===== config.mk =====
export PLATFORM = sky130hd
export DESIGN_NAME = acs_status_bank
export DESIGN_NICKNAME = d
export VERILOG_FILES = /design/src/verilog/acs_pkg.sv /design/src/verilog/acs_result_if.sv /design/src/verilog/acs_result_clamp.sv /design/src/verilog/acs_gain_clamp.sv /design/src/verilog/acs_status_bank.sv
export SDC_FILE = /design/constraint.sdc
export NUM_CORES = 1
export LEC_CHECK = 0
export BUFFER_PORTS_ARGS = -buffer_cell sky130_fd_sc_hd__buf_2
export CAP_MARGIN = 25
export CORE_MARGIN = 2
export CORE_UTILIZATION = 23
export CTS_CLUSTER_SIZE = 20
export DETAILED_ROUTE_END_ITERATION = 12
export GPL_TIMING_DRIVEN = 0
export SLEW_MARGIN = 20
export SYNTH_ARGS = -nofsm -noshare
export SYNTH_HDL_FRONTEND = slang
export SYNTH_HIERARCHICAL = 1
export SYNTH_SLANG_ARGS = --single-unit

===== constraint.sdc =====
create_clock -name clk -period 2.76 [get_ports clk]
set_clock_uncertainty 0.05 [all_clocks]
set_input_delay 0.276 -clock clk [delete_from_list [all_inputs] [get_ports clk]]
set_output_delay 0.276 -clock clk [all_outputs]
set_load 0.005 [all_outputs]

===== src/verilog/acs_pkg.sv =====
// constants for the conversion status flag block
package acs_pkg;
  localparam logic [3:0] ADDR_STATUS = 4'h0;
  localparam logic [3:0] ADDR_CONTROL_ONE_REG = 4'h1;
  localparam logic [3:0] ADDR_DATA = 4'h4;
  localparam logic [3:0] ADDR_GAIN = 4'h8;
  localparam logic [7:0] STATUS_RESET = 8'h00;
  localparam logic [7:0] CONTROL_ONE_REG_RESET = 8'h02;
  localparam logic [23:0] GAIN_RESET = 24'h800000;
  localparam logic [15:0] DATA_RESET = 16'h0000;
  localparam logic [23:0] GAIN_MAX = 24'hFFFFFF;
  localparam int ST_SYS_OVR = 7;
  localparam int ST_RATE_HI = 6;
  localparam int ST_RATE_LO = 4;
  localparam int ST_OVER = 3;
  localparam int ST_UNDER = 2;
  localparam int ST_BUSY = 1;
  localparam int ST_READY = 0;
  localparam int C1_LINE_FREQ = 7;
  localparam int C1_UNIPOLAR = 6;
  localparam int C1_EXT_CLK = 5;
  localparam int C1_REF_BUF = 4;
  localparam int C1_SIG_BUF = 3;
  localparam int C1_OFFSET_FMT = 2;
  localparam int C1_SINGLE_CYCLE = 1;
  localparam logic signed [17:0] UNI_MAX = 18'sh0FFFF;
  localparam logic signed [17:0] UNI_MIN = 18'sh00000;
  localparam logic signed [17:0] BIP_MAX = 18'sh07FFF;
  localparam logic signed [17:0] BIP_MIN = 18'sh38000;
endpackage


===== src/verilog/acs_result_if.sv =====
// result and calibration hand-off between capture modules and the register bank
`timescale 1ns/1ps
interface acs_result_if;
  logic result_load;
  logic [15:0] result_code;
  logic result_over;
  logic result_under;
  logic gain_load;
  logic [23:0] gain_value;
  logic gain_over;
  modport result_src (output result_load, output result_code, output result_over,
    output result_under);
  modport gain_src (output gain_load, output gain_value, output gain_over);
  modport sink (input result_load, input result_code, input result_over,
    input result_under, input gain_load, input gain_value, input gain_over);
endinterface


===== src/verilog/acs_result_clamp.sv =====
// clamps a raw conversion value and flags over and under range
`timescale 1ns/1ps
module acs_result_clamp (
  input wire logic clk,
  input wire logic reset,
  input wire logic raw_valid,
  input wire logic signed [17:0] raw_value,
  input wire logic unipolar,
  input wire logic offset_fmt,
  acs_result_if.result_src res
);
  logic signed [17:0] hi;
  logic signed [17:0] lo;
  logic over;
  logic under;
  logic signed [17:0] clipped;
  logic [15:0] code;

  always_comb begin
    hi = unipolar ? acs_pkg::UNI_MAX : acs_pkg::BIP_MAX;
    lo = unipolar ? acs_pkg::UNI_MIN : acs_pkg::BIP_MIN;
    over = raw_value > hi;
    under = raw_value < lo;
    clipped = over ? hi : (under ? lo : raw_value);
    code = clipped[15:0];
    if (!unipolar && offset_fmt) begin
      code[15] = ~clipped[15];
    end
  end

  always_ff @(posedge clk) begin
    if (reset) begin
      res.result_load <= 1'b0;
      res.result_code <= acs_pkg::DATA_RESET;
      res.result_over <= 1'b0;
      res.result_under <= 1'b0;
    end else begin
      res.result_load <= raw_valid;
      if (raw_valid) begin
        res.result_over <= over;
        res.result_under <= under;
        res.result_code <= code;
      end
    end
  end
endmodule


===== src/verilog/acs_gain_clamp.sv =====
// limits a system gain calibration result to the largest coefficient
`timescale 1ns/1ps
module acs_gain_clamp (
  input wire logic clk,
  input wire logic reset,
  input wire logic gain_valid,
  input wire logic [24:0] gain_raw,
  acs_result_if.gain_src gain
);
  always_ff @(posedge clk) begin
    if (reset) begin
      gain.gain_load <= 1'b0;
      gain.gain_value <= acs_pkg::GAIN_RESET;
      gain.gain_over <= 1'b0;
    end else begin
      gain.gain_load <= gain_valid;
      if (gain_valid) begin
        gain.gain_value <= gain_raw[24] ? acs_pkg::GAIN_MAX : gain_raw[23:0];
        gain.gain_over <= gain_raw[24];
      end
    end
  end
endmodule


===== src/verilog/acs_status_bank.sv =====
// conversion status, control one, data and system gain registers
`timescale 1ns/1ps
module acs_status_bank (
  input wire logic clk,
  input wire logic reset,
  input wire logic reg_wr,
  input wire logic reg_rd,
  input wire logic [3:0] reg_addr,
  input wire logic [23:0] reg_wdata,
  output logic [23:0] reg_rdata,
  output logic reg_rd_done,
  input wire logic conv_start,
  input wire logic mod_busy,
  input wire logic [2:0] rate_code,
  input wire logic raw_valid,
  input wire logic signed [17:0] raw_value,
  input wire logic cal_done,
  input wire logic gain_valid,
  input wire logic [24:0] gain_raw,
  output logic [7:0] conversion_status,
  output logic [7:0] control_one_reg,
  output logic [15:0] data_result,
  output logic [23:0] system_gain_coefficient,
  output logic ready_flag,
  output logic line_freq_50,
  output logic unipolar_range,
  output logic ext_clock_sel,
  output logic ref_buf_en,
  output logic sig_buf_en,
  output logic offset_binary,
  output logic single_cycle
);
  typedef enum logic [3:0] {
    RDY_EMPTY = 4'b0001,
    RDY_FRESH = 4'b0010,
    RDY_READ_EARLY = 4'b0100,
    RDY_STARTED = 4'b1000
  } acs_rdy_state_t;

  acs_rdy_state_t rdy_state;
  acs_rdy_state_t next_rdy_state;
  acs_result_if link ();
  logic sys_gain_overrange;
  logic [2:0] rate_field;
  logic overrange_flag;
  logic underrange_flag;
  logic modulator_busy_flag;
  logic [7:0] ctrl_one;
  logic [15:0] data_reg;
  logic [23:0] gain_reg;
  logic rd_pending;
  logic [3:0] rd_addr;
  logic data_read_done;

  function automatic logic hit(input logic [3:0] addr, input logic [3:0] target);
    hit = (addr == target);
  endfunction

  acs_result_clamp u_clamp (
    .clk(clk),
    .reset(reset),
    .raw_valid(raw_valid),
    .raw_value(raw_value),
    .unipolar(ctrl_one[acs_pkg::C1_UNIPOLAR]),
    .offset_fmt(ctrl_one[acs_pkg::C1_OFFSET_FMT]),
    .res(link.result_src)
  );

  acs_gain_clamp u_gain (
    .clk(clk),
    .reset(reset),
    .gain_valid(gain_valid),
    .gain_raw(gain_raw),
    .gain(link.gain_src)
  );

  // register read pipeline
  always_ff @(posedge clk) begin
    if (reset) begin
      rd_pending <= 1'b0;
      rd_addr <= acs_pkg::ADDR_STATUS;
    end else begin
      rd_pending <= reg_rd;
      if (reg_rd) begin
        rd_addr <= reg_addr;
      end
    end
  end

  always_ff @(posedge clk) begin
    if (reset) begin
      reg_rdata <= 24'h000000;
      reg_rd_done <= 1'b0;
    end else begin
      reg_rd_done <= reg_rd;
      if (reg_rd) begin
        if (hit(reg_addr, acs_pkg::ADDR_STATUS)) begin
          reg_rdata <= {16'h0000, conversion_status};
        end else if (hit(reg_addr, acs_pkg::ADDR_CONTROL_ONE_REG)) begin
          reg_rdata <= {16'h0000, ctrl_one};
        end else if (hit(reg_addr, acs_pkg::ADDR_DATA)) begin
          reg_rdata <= {8'h00, data_reg};
        end else if (hit(reg_addr, acs_pkg::ADDR_GAIN)) begin
          reg_rdata <= gain_reg;
        end else begin
          reg_rdata <= 24'h000000;
        end
      end
    end
  end

  assign data_read_done = rd_pending && hit(rd_addr, acs_pkg::ADDR_DATA);

  always_ff @(posedge clk) begin
    if (reset) begin
      ctrl_one <= acs_pkg::CONTROL_ONE_REG_RESET;
    end else if (reg_wr && hit(reg_addr, acs_pkg::ADDR_CONTROL_ONE_REG)) begin
      ctrl_one <= {reg_wdata[7:1], 1'b0};
    end
  end

  // calibration result wins over a host write
  always_ff @(posedge clk) begin
    if (reset) begin
      gain_reg <= acs_pkg::GAIN_RESET;
    end else if (link.gain_load) begin
      gain_reg <= link.gain_value;
    end else if (reg_wr && hit(reg_addr, acs_pkg::ADDR_GAIN)) begin
      gain_reg <= reg_wdata;
    end
  end

  // overrange of last system gain cal
  always_ff @(posedge clk) begin
    if (reset) begin
      sys_gain_overrange <= 1'b0;
    end else if (link.gain_load) begin
      sys_gain_overrange <= link.gain_over;
    end
  end

  always_ff @(posedge clk) begin
    if (reset) begin
      data_reg <= acs_pkg::DATA_RESET;
      overrange_flag <= 1'b0;
      underrange_flag <= 1'b0;
    end else if (link.result_load) begin
      data_reg <= link.result_code;
      overrange_flag <= link.result_over;
      underrange_flag <= link.result_under;
    end
  end

  always_ff @(posedge clk) begin
    if (reset) begin
      rate_field <= 3'h0;
    end else if (raw_valid || cal_done) begin
      rate_field <= rate_code;
    end
  end

  always_ff @(posedge clk) begin
    if (reset) begin
      modulator_busy_flag <= 1'b0;
    end else begin
      modulator_busy_flag <= mod_busy;
    end
  end

  // ready tracking
  always_comb begin
    next_rdy_state = rdy_state;
    unique case (rdy_state)
      RDY_EMPTY: begin
        next_rdy_state = RDY_EMPTY;
      end
      RDY_FRESH: begin
        if (conv_start) begin
          next_rdy_state = RDY_STARTED;
        end else if (data_read_done) begin
          next_rdy_state = RDY_READ_EARLY;
        end
      end
      RDY_READ_EARLY: begin
        if (conv_start) begin
          next_rdy_state = RDY_EMPTY;
        end
      end
      RDY_STARTED: begin
        if (data_read_done) begin
          next_rdy_state = RDY_EMPTY;
        end
      end
      default: begin
        next_rdy_state = RDY_EMPTY;
      end
    endcase
    if (link.result_load) begin
      next_rdy_state = RDY_FRESH;
    end
  end

  always_ff @(posedge clk) begin
    if (reset) begin
      rdy_state <= RDY_EMPTY;
    end else begin
      rdy_state <= next_rdy_state;
    end
  end

  always_comb begin
    conversion_status = acs_pkg::STATUS_RESET;
    conversion_status[acs_pkg::ST_SYS_OVR] = sys_gain_overrange;
    conversion_status[acs_pkg::ST_RATE_HI:acs_pkg::ST_RATE_LO] = rate_field;
    conversion_status[acs_pkg::ST_OVER] = overrange_flag;
    conversion_status[acs_pkg::ST_UNDER] = underrange_flag;
    conversion_status[acs_pkg::ST_BUSY] = modulator_busy_flag;
    conversion_status[acs_pkg::ST_READY] = (rdy_state != RDY_EMPTY);
  end

  assign ready_flag = conversion_status[acs_pkg::ST_READY];
  assign control_one_reg = ctrl_one;
  assign data_result = data_reg;
  assign system_gain_coefficient = gain_reg;
  assign line_freq_50 = ctrl_one[acs_pkg::C1_LINE_FREQ];
  assign unipolar_range = ctrl_one[acs_pkg::C1_UNIPOLAR];
  assign ext_clock_sel = ctrl_one[acs_pkg::C1_EXT_CLK];
  assign ref_buf_en = ctrl_one[acs_pkg::C1_REF_BUF];
  assign sig_buf_en = ctrl_one[acs_pkg::C1_SIG_BUF];
  assign offset_binary = ctrl_one[acs_pkg::C1_OFFSET_FMT];
  assign single_cycle = ctrl_one[acs_pkg::C1_SINGLE_CYCLE];
endmodule


# Yosys cells after proc, flatten, opt, wreduce, memory -nomap -nowiden

Index checks and enable logic that the tools add are counted.

Register bits after elaboration: 132
Output and inout port bits: 89
Input port bits: 83
Logic and storage cells: 66

Bitwise gates (word level): 1
Multiplexer cells: 18
$lt $le $gt $ge: 2
Equality and inequality tests: 14
Reductions and logical operators: 11

Operators by type and width:

| kind               | count |
|---|---|
| $mux 24            | 7 |
| $mux 16            | 3 |
| $gt 18x17->1       | 1 |
| $lt 18x18->1       | 1 |
| $mux 18            | 1 |
| $mux 4             | 4 |
| $eq 4x3->1 const B | 3 |
| $pmux 4 s3         | 1 |
| $eq 4x4->1 const B | 2 |
| $ne 3x2->1 const B | 2 |
| $reduce_and 3->1   | 2 |
| $eq 4x1->1 const B | 1 |
| $eq 4x2->1 const B | 1 |
| $logic_and 1x1->1  | 4 |
| $logic_not 4->1    | 1 |
| $ne 2x2->1 const B | 2 |
| $ne 4x1->1 const B | 1 |
| $ne 4x3->1 const B | 1 |
| $ne 3x3->1 const B | 1 |
| $mux 2             | 1 |
| $reduce_bool 2->1  | 1 |
| $reduce_or 2->1    | 1 |
| $logic_not 1->1    | 1 |
| $logic_or 1x1->1   | 1 |
| 2 further kinds    | 2 |

# Depth between registers and ports, before layout

Depth in word-level cells: 6
Mapped depth: 7
Mapped depth without buffers: 6

# By module

The synthesis kept the hierarchy.

By module, submodules not included:

| module           | area an instance (um^2) | sequential area each (um^2) | instances | cells an instance |
|---|---|---|---|---|
| acs_status_bank  | 4553.1                  | 1741.7                      | 1         | 471 |
| acs_gain_clamp   | 1133.6                  | 520.5                       | 1         | 113 |
| acs_result_clamp | 899.6                   | 380.4                       | 1         | 104 |

# Worst setup path after synthesis

Ideal clock, no wire load.

Path type: reg2reg
Start point: reg ctrl_one[6], in the netlist control_one_reg[6]
End point: reg u_clamp.res.result_code[10]
Data arrival time: 1.957 ns
Cell stages (with the launch flop): 8
Period minus slack after synthesis: 2.141 ns
Slack: 0.619 ns
Buffers on the path: 1
Cells stage by stage: dfxtp_1 inv_1 ha_1 nand4b_1 or4_4 a31oi_4 buf_6 a211oi_1

Longest elaborated chain between the ends: 4

RTL lines:

| element                | line                   | source |
|---|---|---|
| from (decl)            | acs_status_bank.sv:48  | `logic [7:0] ctrl_one;` |
| from (signal assigned) | acs_status_bank.sv:116 | `ctrl_one <= acs_pkg::CONTROL_ONE_REG_RESET;` |
| from (signal assigned) | acs_status_bank.sv:118 | `ctrl_one <= {reg_wdata[7:1], 1'b0};` |
| $mux 18                | acs_result_clamp.sv:21 | `lo = unipolar ? acs_pkg::UNI_MIN : acs_pkg::BIP_MIN;` |
| $lt 18x18->1           | acs_result_clamp.sv:23 | `under = raw_value < lo;` |
| $mux 16                | acs_result_clamp.sv:24 | `clipped = over ? hi : (under ? lo : raw_value);` |
| $mux 16 (*)            | acs_result_clamp.sv:24 |  |
| to (signal assigned)   | acs_result_clamp.sv:34 | `res.result_code <= acs_pkg::DATA_RESET;` |
| to (signal assigned)   | acs_result_clamp.sv:42 | `res.result_code <= code;` |
| to (decl)              | acs_result_if.sv:11    | `modport result_src (output result_load, output result_code, output result_over,` |

Every way passes the cells marked *; elsewhere a longest branch is shown, timed or not.
A chain may end at the register's enable or synchronous reset.

# Worst setup path after layout

Start point: reg ctrl_one[6], in the netlist control_one_reg[6]
End point: reg u_clamp.res.result_code[14]

Same word-level chain as after synthesis.

==> impl_metrics.json <==
{
  "status": "complete, no violations",
  "gp_congestion": 0.8196,
  "ant_nets": 0,
  "min_path_type": "input pin to register",
  "tns_ps": 0,
  "routed_wl_mm": 23.04,
  "peakVddDrop_mv": 0.3937,
  "slowest_delay_ps": 550,
  "io_pins": 172,
  "final_core_util": 0.3049,
  "period_share": 0.8858,
  "period_needed_ps": 2445,
  "cts_inserted_buffers": 17,
  "drtIter0Drc": 304,
  "tightest_slew_ps": 760.5,
  "async_flop_share": 0,
  "rows": 61,
  "grt_pass1_wl_mm": 34.76,
  "port-buffer-count": 167,
  "route.detailed.drc": 0,
  "cts_sinks": 132,
  "crit_arrival_ps": 2680,
  "crit_required_ps": 2990,
  "grt_pass1_vias": 5917,
  "crit_path_top_delay_cell": "or4_4",
  "synth_cells": 688,
  "drive_gt1_frac": 0.3935,
  "dpl_cell_area_um2": 7895,
  "clk_pin_slew_ps": 60,
  "p_per_area_nw_per_um2": 606.4,
  "ys_ff_latch": 132,
  "rsz0062_at_grt": "no",
  "via_per_inst": 4.665,
  "cts_root_buf": "clkbuf_16",
  "wire_per_inst_um": 18.18,
  "finalHoldViolations": 0,
  "grt_max_degree": 17,
  "overflow": 0,
  "yosys_warnings": 6,
  "synth-main-ff-cell": "dfxtp_1",
  "yosysSeqAreaShare": 0.4012,
  "maxCapViolCount": 0,
  "grt_usage": 0.1518,
  "first_pass_iters": 4,
  "antenna_found_initial": 4,
  "postCtsSetupRepairBufs": 0,
  "synth_edf_count": 0,
  "finalSetupViolations": 0,
  "synth_cell_types": 65,
  "via_count": 5910,
  "crit_path_start_kind": "register",
  "synth_area_um2": 6586,
  "cts_buffer_depth": 2,
  "htree_levels": 4,
  "critical_path.endpoint_type": "register",
  "syn_nets": 775,
  "coreArea_um2": 28010,
  "dieArea_um2": 30010,
  "hpwl_mm": 18.20,
  "cts_tree": "done",
  "relSlewSlack": 0.4930,
  "fp.dieW_um": 173.2,
  "fill_cells": 2974,
  "path_class": "register to register",
  "max_freq_mhz": 409.0,
  "critPathMaxFanout": 11,
  "die_h_um": 173.2,
  "start_util": 0.2351,
  "area_delta_synth_final_pct": 29.67,
  "nets": 961,
  "clock_latency_ps": 420,
  "design_area_um2": 8541,
  "leakage_nw": 3.462,
  "path_cells": "inv_1 -> ha_1 -> nand4b_1 -> or4_4 -> a31oi_4 -> buf_6 -> a211oi_1",
  "slew_viol_final": 0,
  "postSynthAreaPerCell_um2": 9.573
}
-- final timing paths --
kind	from	depth (start not counted)	end	slack (ps)
hold / removal	mod_busy	2	modulator_busy_flag	20
setup / recovery	control_one_reg[6]	7	u_clamp/res.result_code[14]	320
setup reg to reg	control_one_reg[6]	7	u_clamp/res.result_code[14]	320
hold reg to reg	reg_rdata[12]	2	reg_rdata[12]	420
-- per-stage QoR --
step / std cells / worst slack, ps / hold slack, ps / total power [W]
after floorplan: 688 / 618.7 / 321.3 / 0.002508
after global placement: 1233 / 148.4 / 402.6 / 0.002781
after detailed placement: 1233 / 94.73 / 408.7 / 0.002790
after CTS: 1265 / 113.8 / 6.975 / 0.005214
after global routing: 1265 / 183.9 / 26.59 / 0.005368
final: 1267 / 315.2 / 18.78 / 0.005179
-- what timing repair did --
action	4_1_cts	5_1_grt
endpoints found under the hold margin	0	0
resized for setup	0	1
setup endpoints to repair	0	4
hold buffers	0	0
-- power breakdown --
part	switching, W	total, W	internal [W]
registers	0.0000888	0.00210	0.00201
clock network	0.000884	0.00243	0.00155
logic	0.000382	0.000651	0.000269
-- layer usage --
layer / up-vias / GRT usage / share of wire
met1: 2809 / 0.1880 / 0.45
li1: 2902 / - / -
met3: 35 / 0.05482 / 0.069
met4: 4 / 0.05720 / 0.026
met2: 160 / 0.2412 / 0.45
met5: - / 0 / 0.0011
-- cell families (layout without fill, tap and decap cells) --
group,Yosys count,count (layout),synth area share
AOI/OAI and AO/OA,181,181,0.2375
xor gates and xnor gates,1,1,0.001330
adders and majority gates,4,4,0.007599
buffers and inverters,107,306,0.09061
DFF,132,132,0.4012
muxes,24,24,0.03666
other,1,3,0.0005694
and+or+nand+nor,238,238,0.2245
-- final cells by class --
| type | instances | area (um^2) | share of cell area |
|---|---|---|---|
| Inverter | 28 | 105.1 | 0.01231 |
| Timing Repair Buffer | 167 | 835.8 | 0.09786 |
| Clock inverter | 10 | 145.1 | 0.01699 |
| Clock buffer | 22 | 494.2 | 0.05787 |
| Antenna cell | 2 | 5.005 | 0.0005860 |
| Multi-Input combinational cell | 449 | 3347 | 0.3919 |
| Sequential cell | 132 | 2644 | 0.3096 |
| Tap cell | 378 | 473.0 | 0.05538 |
| Buffer | 79 | 491.7 | 0.05757 |
-- synth_stat cells (9+ instances only) --
cell	n	area [um^2]
a2111oi_2	23	345.3
a211oi_1	56	420.4
a211oi_2	19	237.7
a21oi_1	25	125.1
and3b_1	18	157.7
buf_2	28	140.1
buf_4	24	180.2
clkbuf_1	15	56.30
dfxtp_1	132	2643
inv_1	28	105.1
mux2i_1	23	230.2
nand2_1	27	101.4
nor2_1	90	337.8
nor2_2	10	62.56
nor2b_1	11	68.82
nor4_2	21	262.8
o211ai_1	9	67.56
-- cell usage in the layout, fill, tap and decap left out, types with 7 or more instances in the layout --
cell type and count:
nor2_2 10, buf_2 195, nand3_1 7, nor4bb_1 7
or3_1 8, dfxtp_1 131, o21ai_0 7, nand2_1 27
mux2i_1 23, clkbuf_16 17, nor2_1 90, a21oi_1 25
a211oi_1 56, and3b_1 18, o211ai_1 9, buf_4 24
a2111oi_2 23, nor4_2 21, o21ai_1 8, a32oi_1 8
inv_1 28, clkbuf_1 15, a211oi_2 19, nor2b_1 11
-- critical path: cells and delay by family (launching register included) --
| family | cells | cell delay, ps |
|---|---|---|
| AOI/OAI and AO/OA | 2 | 380 |
| adders and majority gates | 1 | 340 |
| buffers and inverters | 2 | 290 |
| DFF | 1 | 470 |
| and+or+nand+nor | 2 | 770 |
Note: power is estimated with default switching activity, not from simulation.
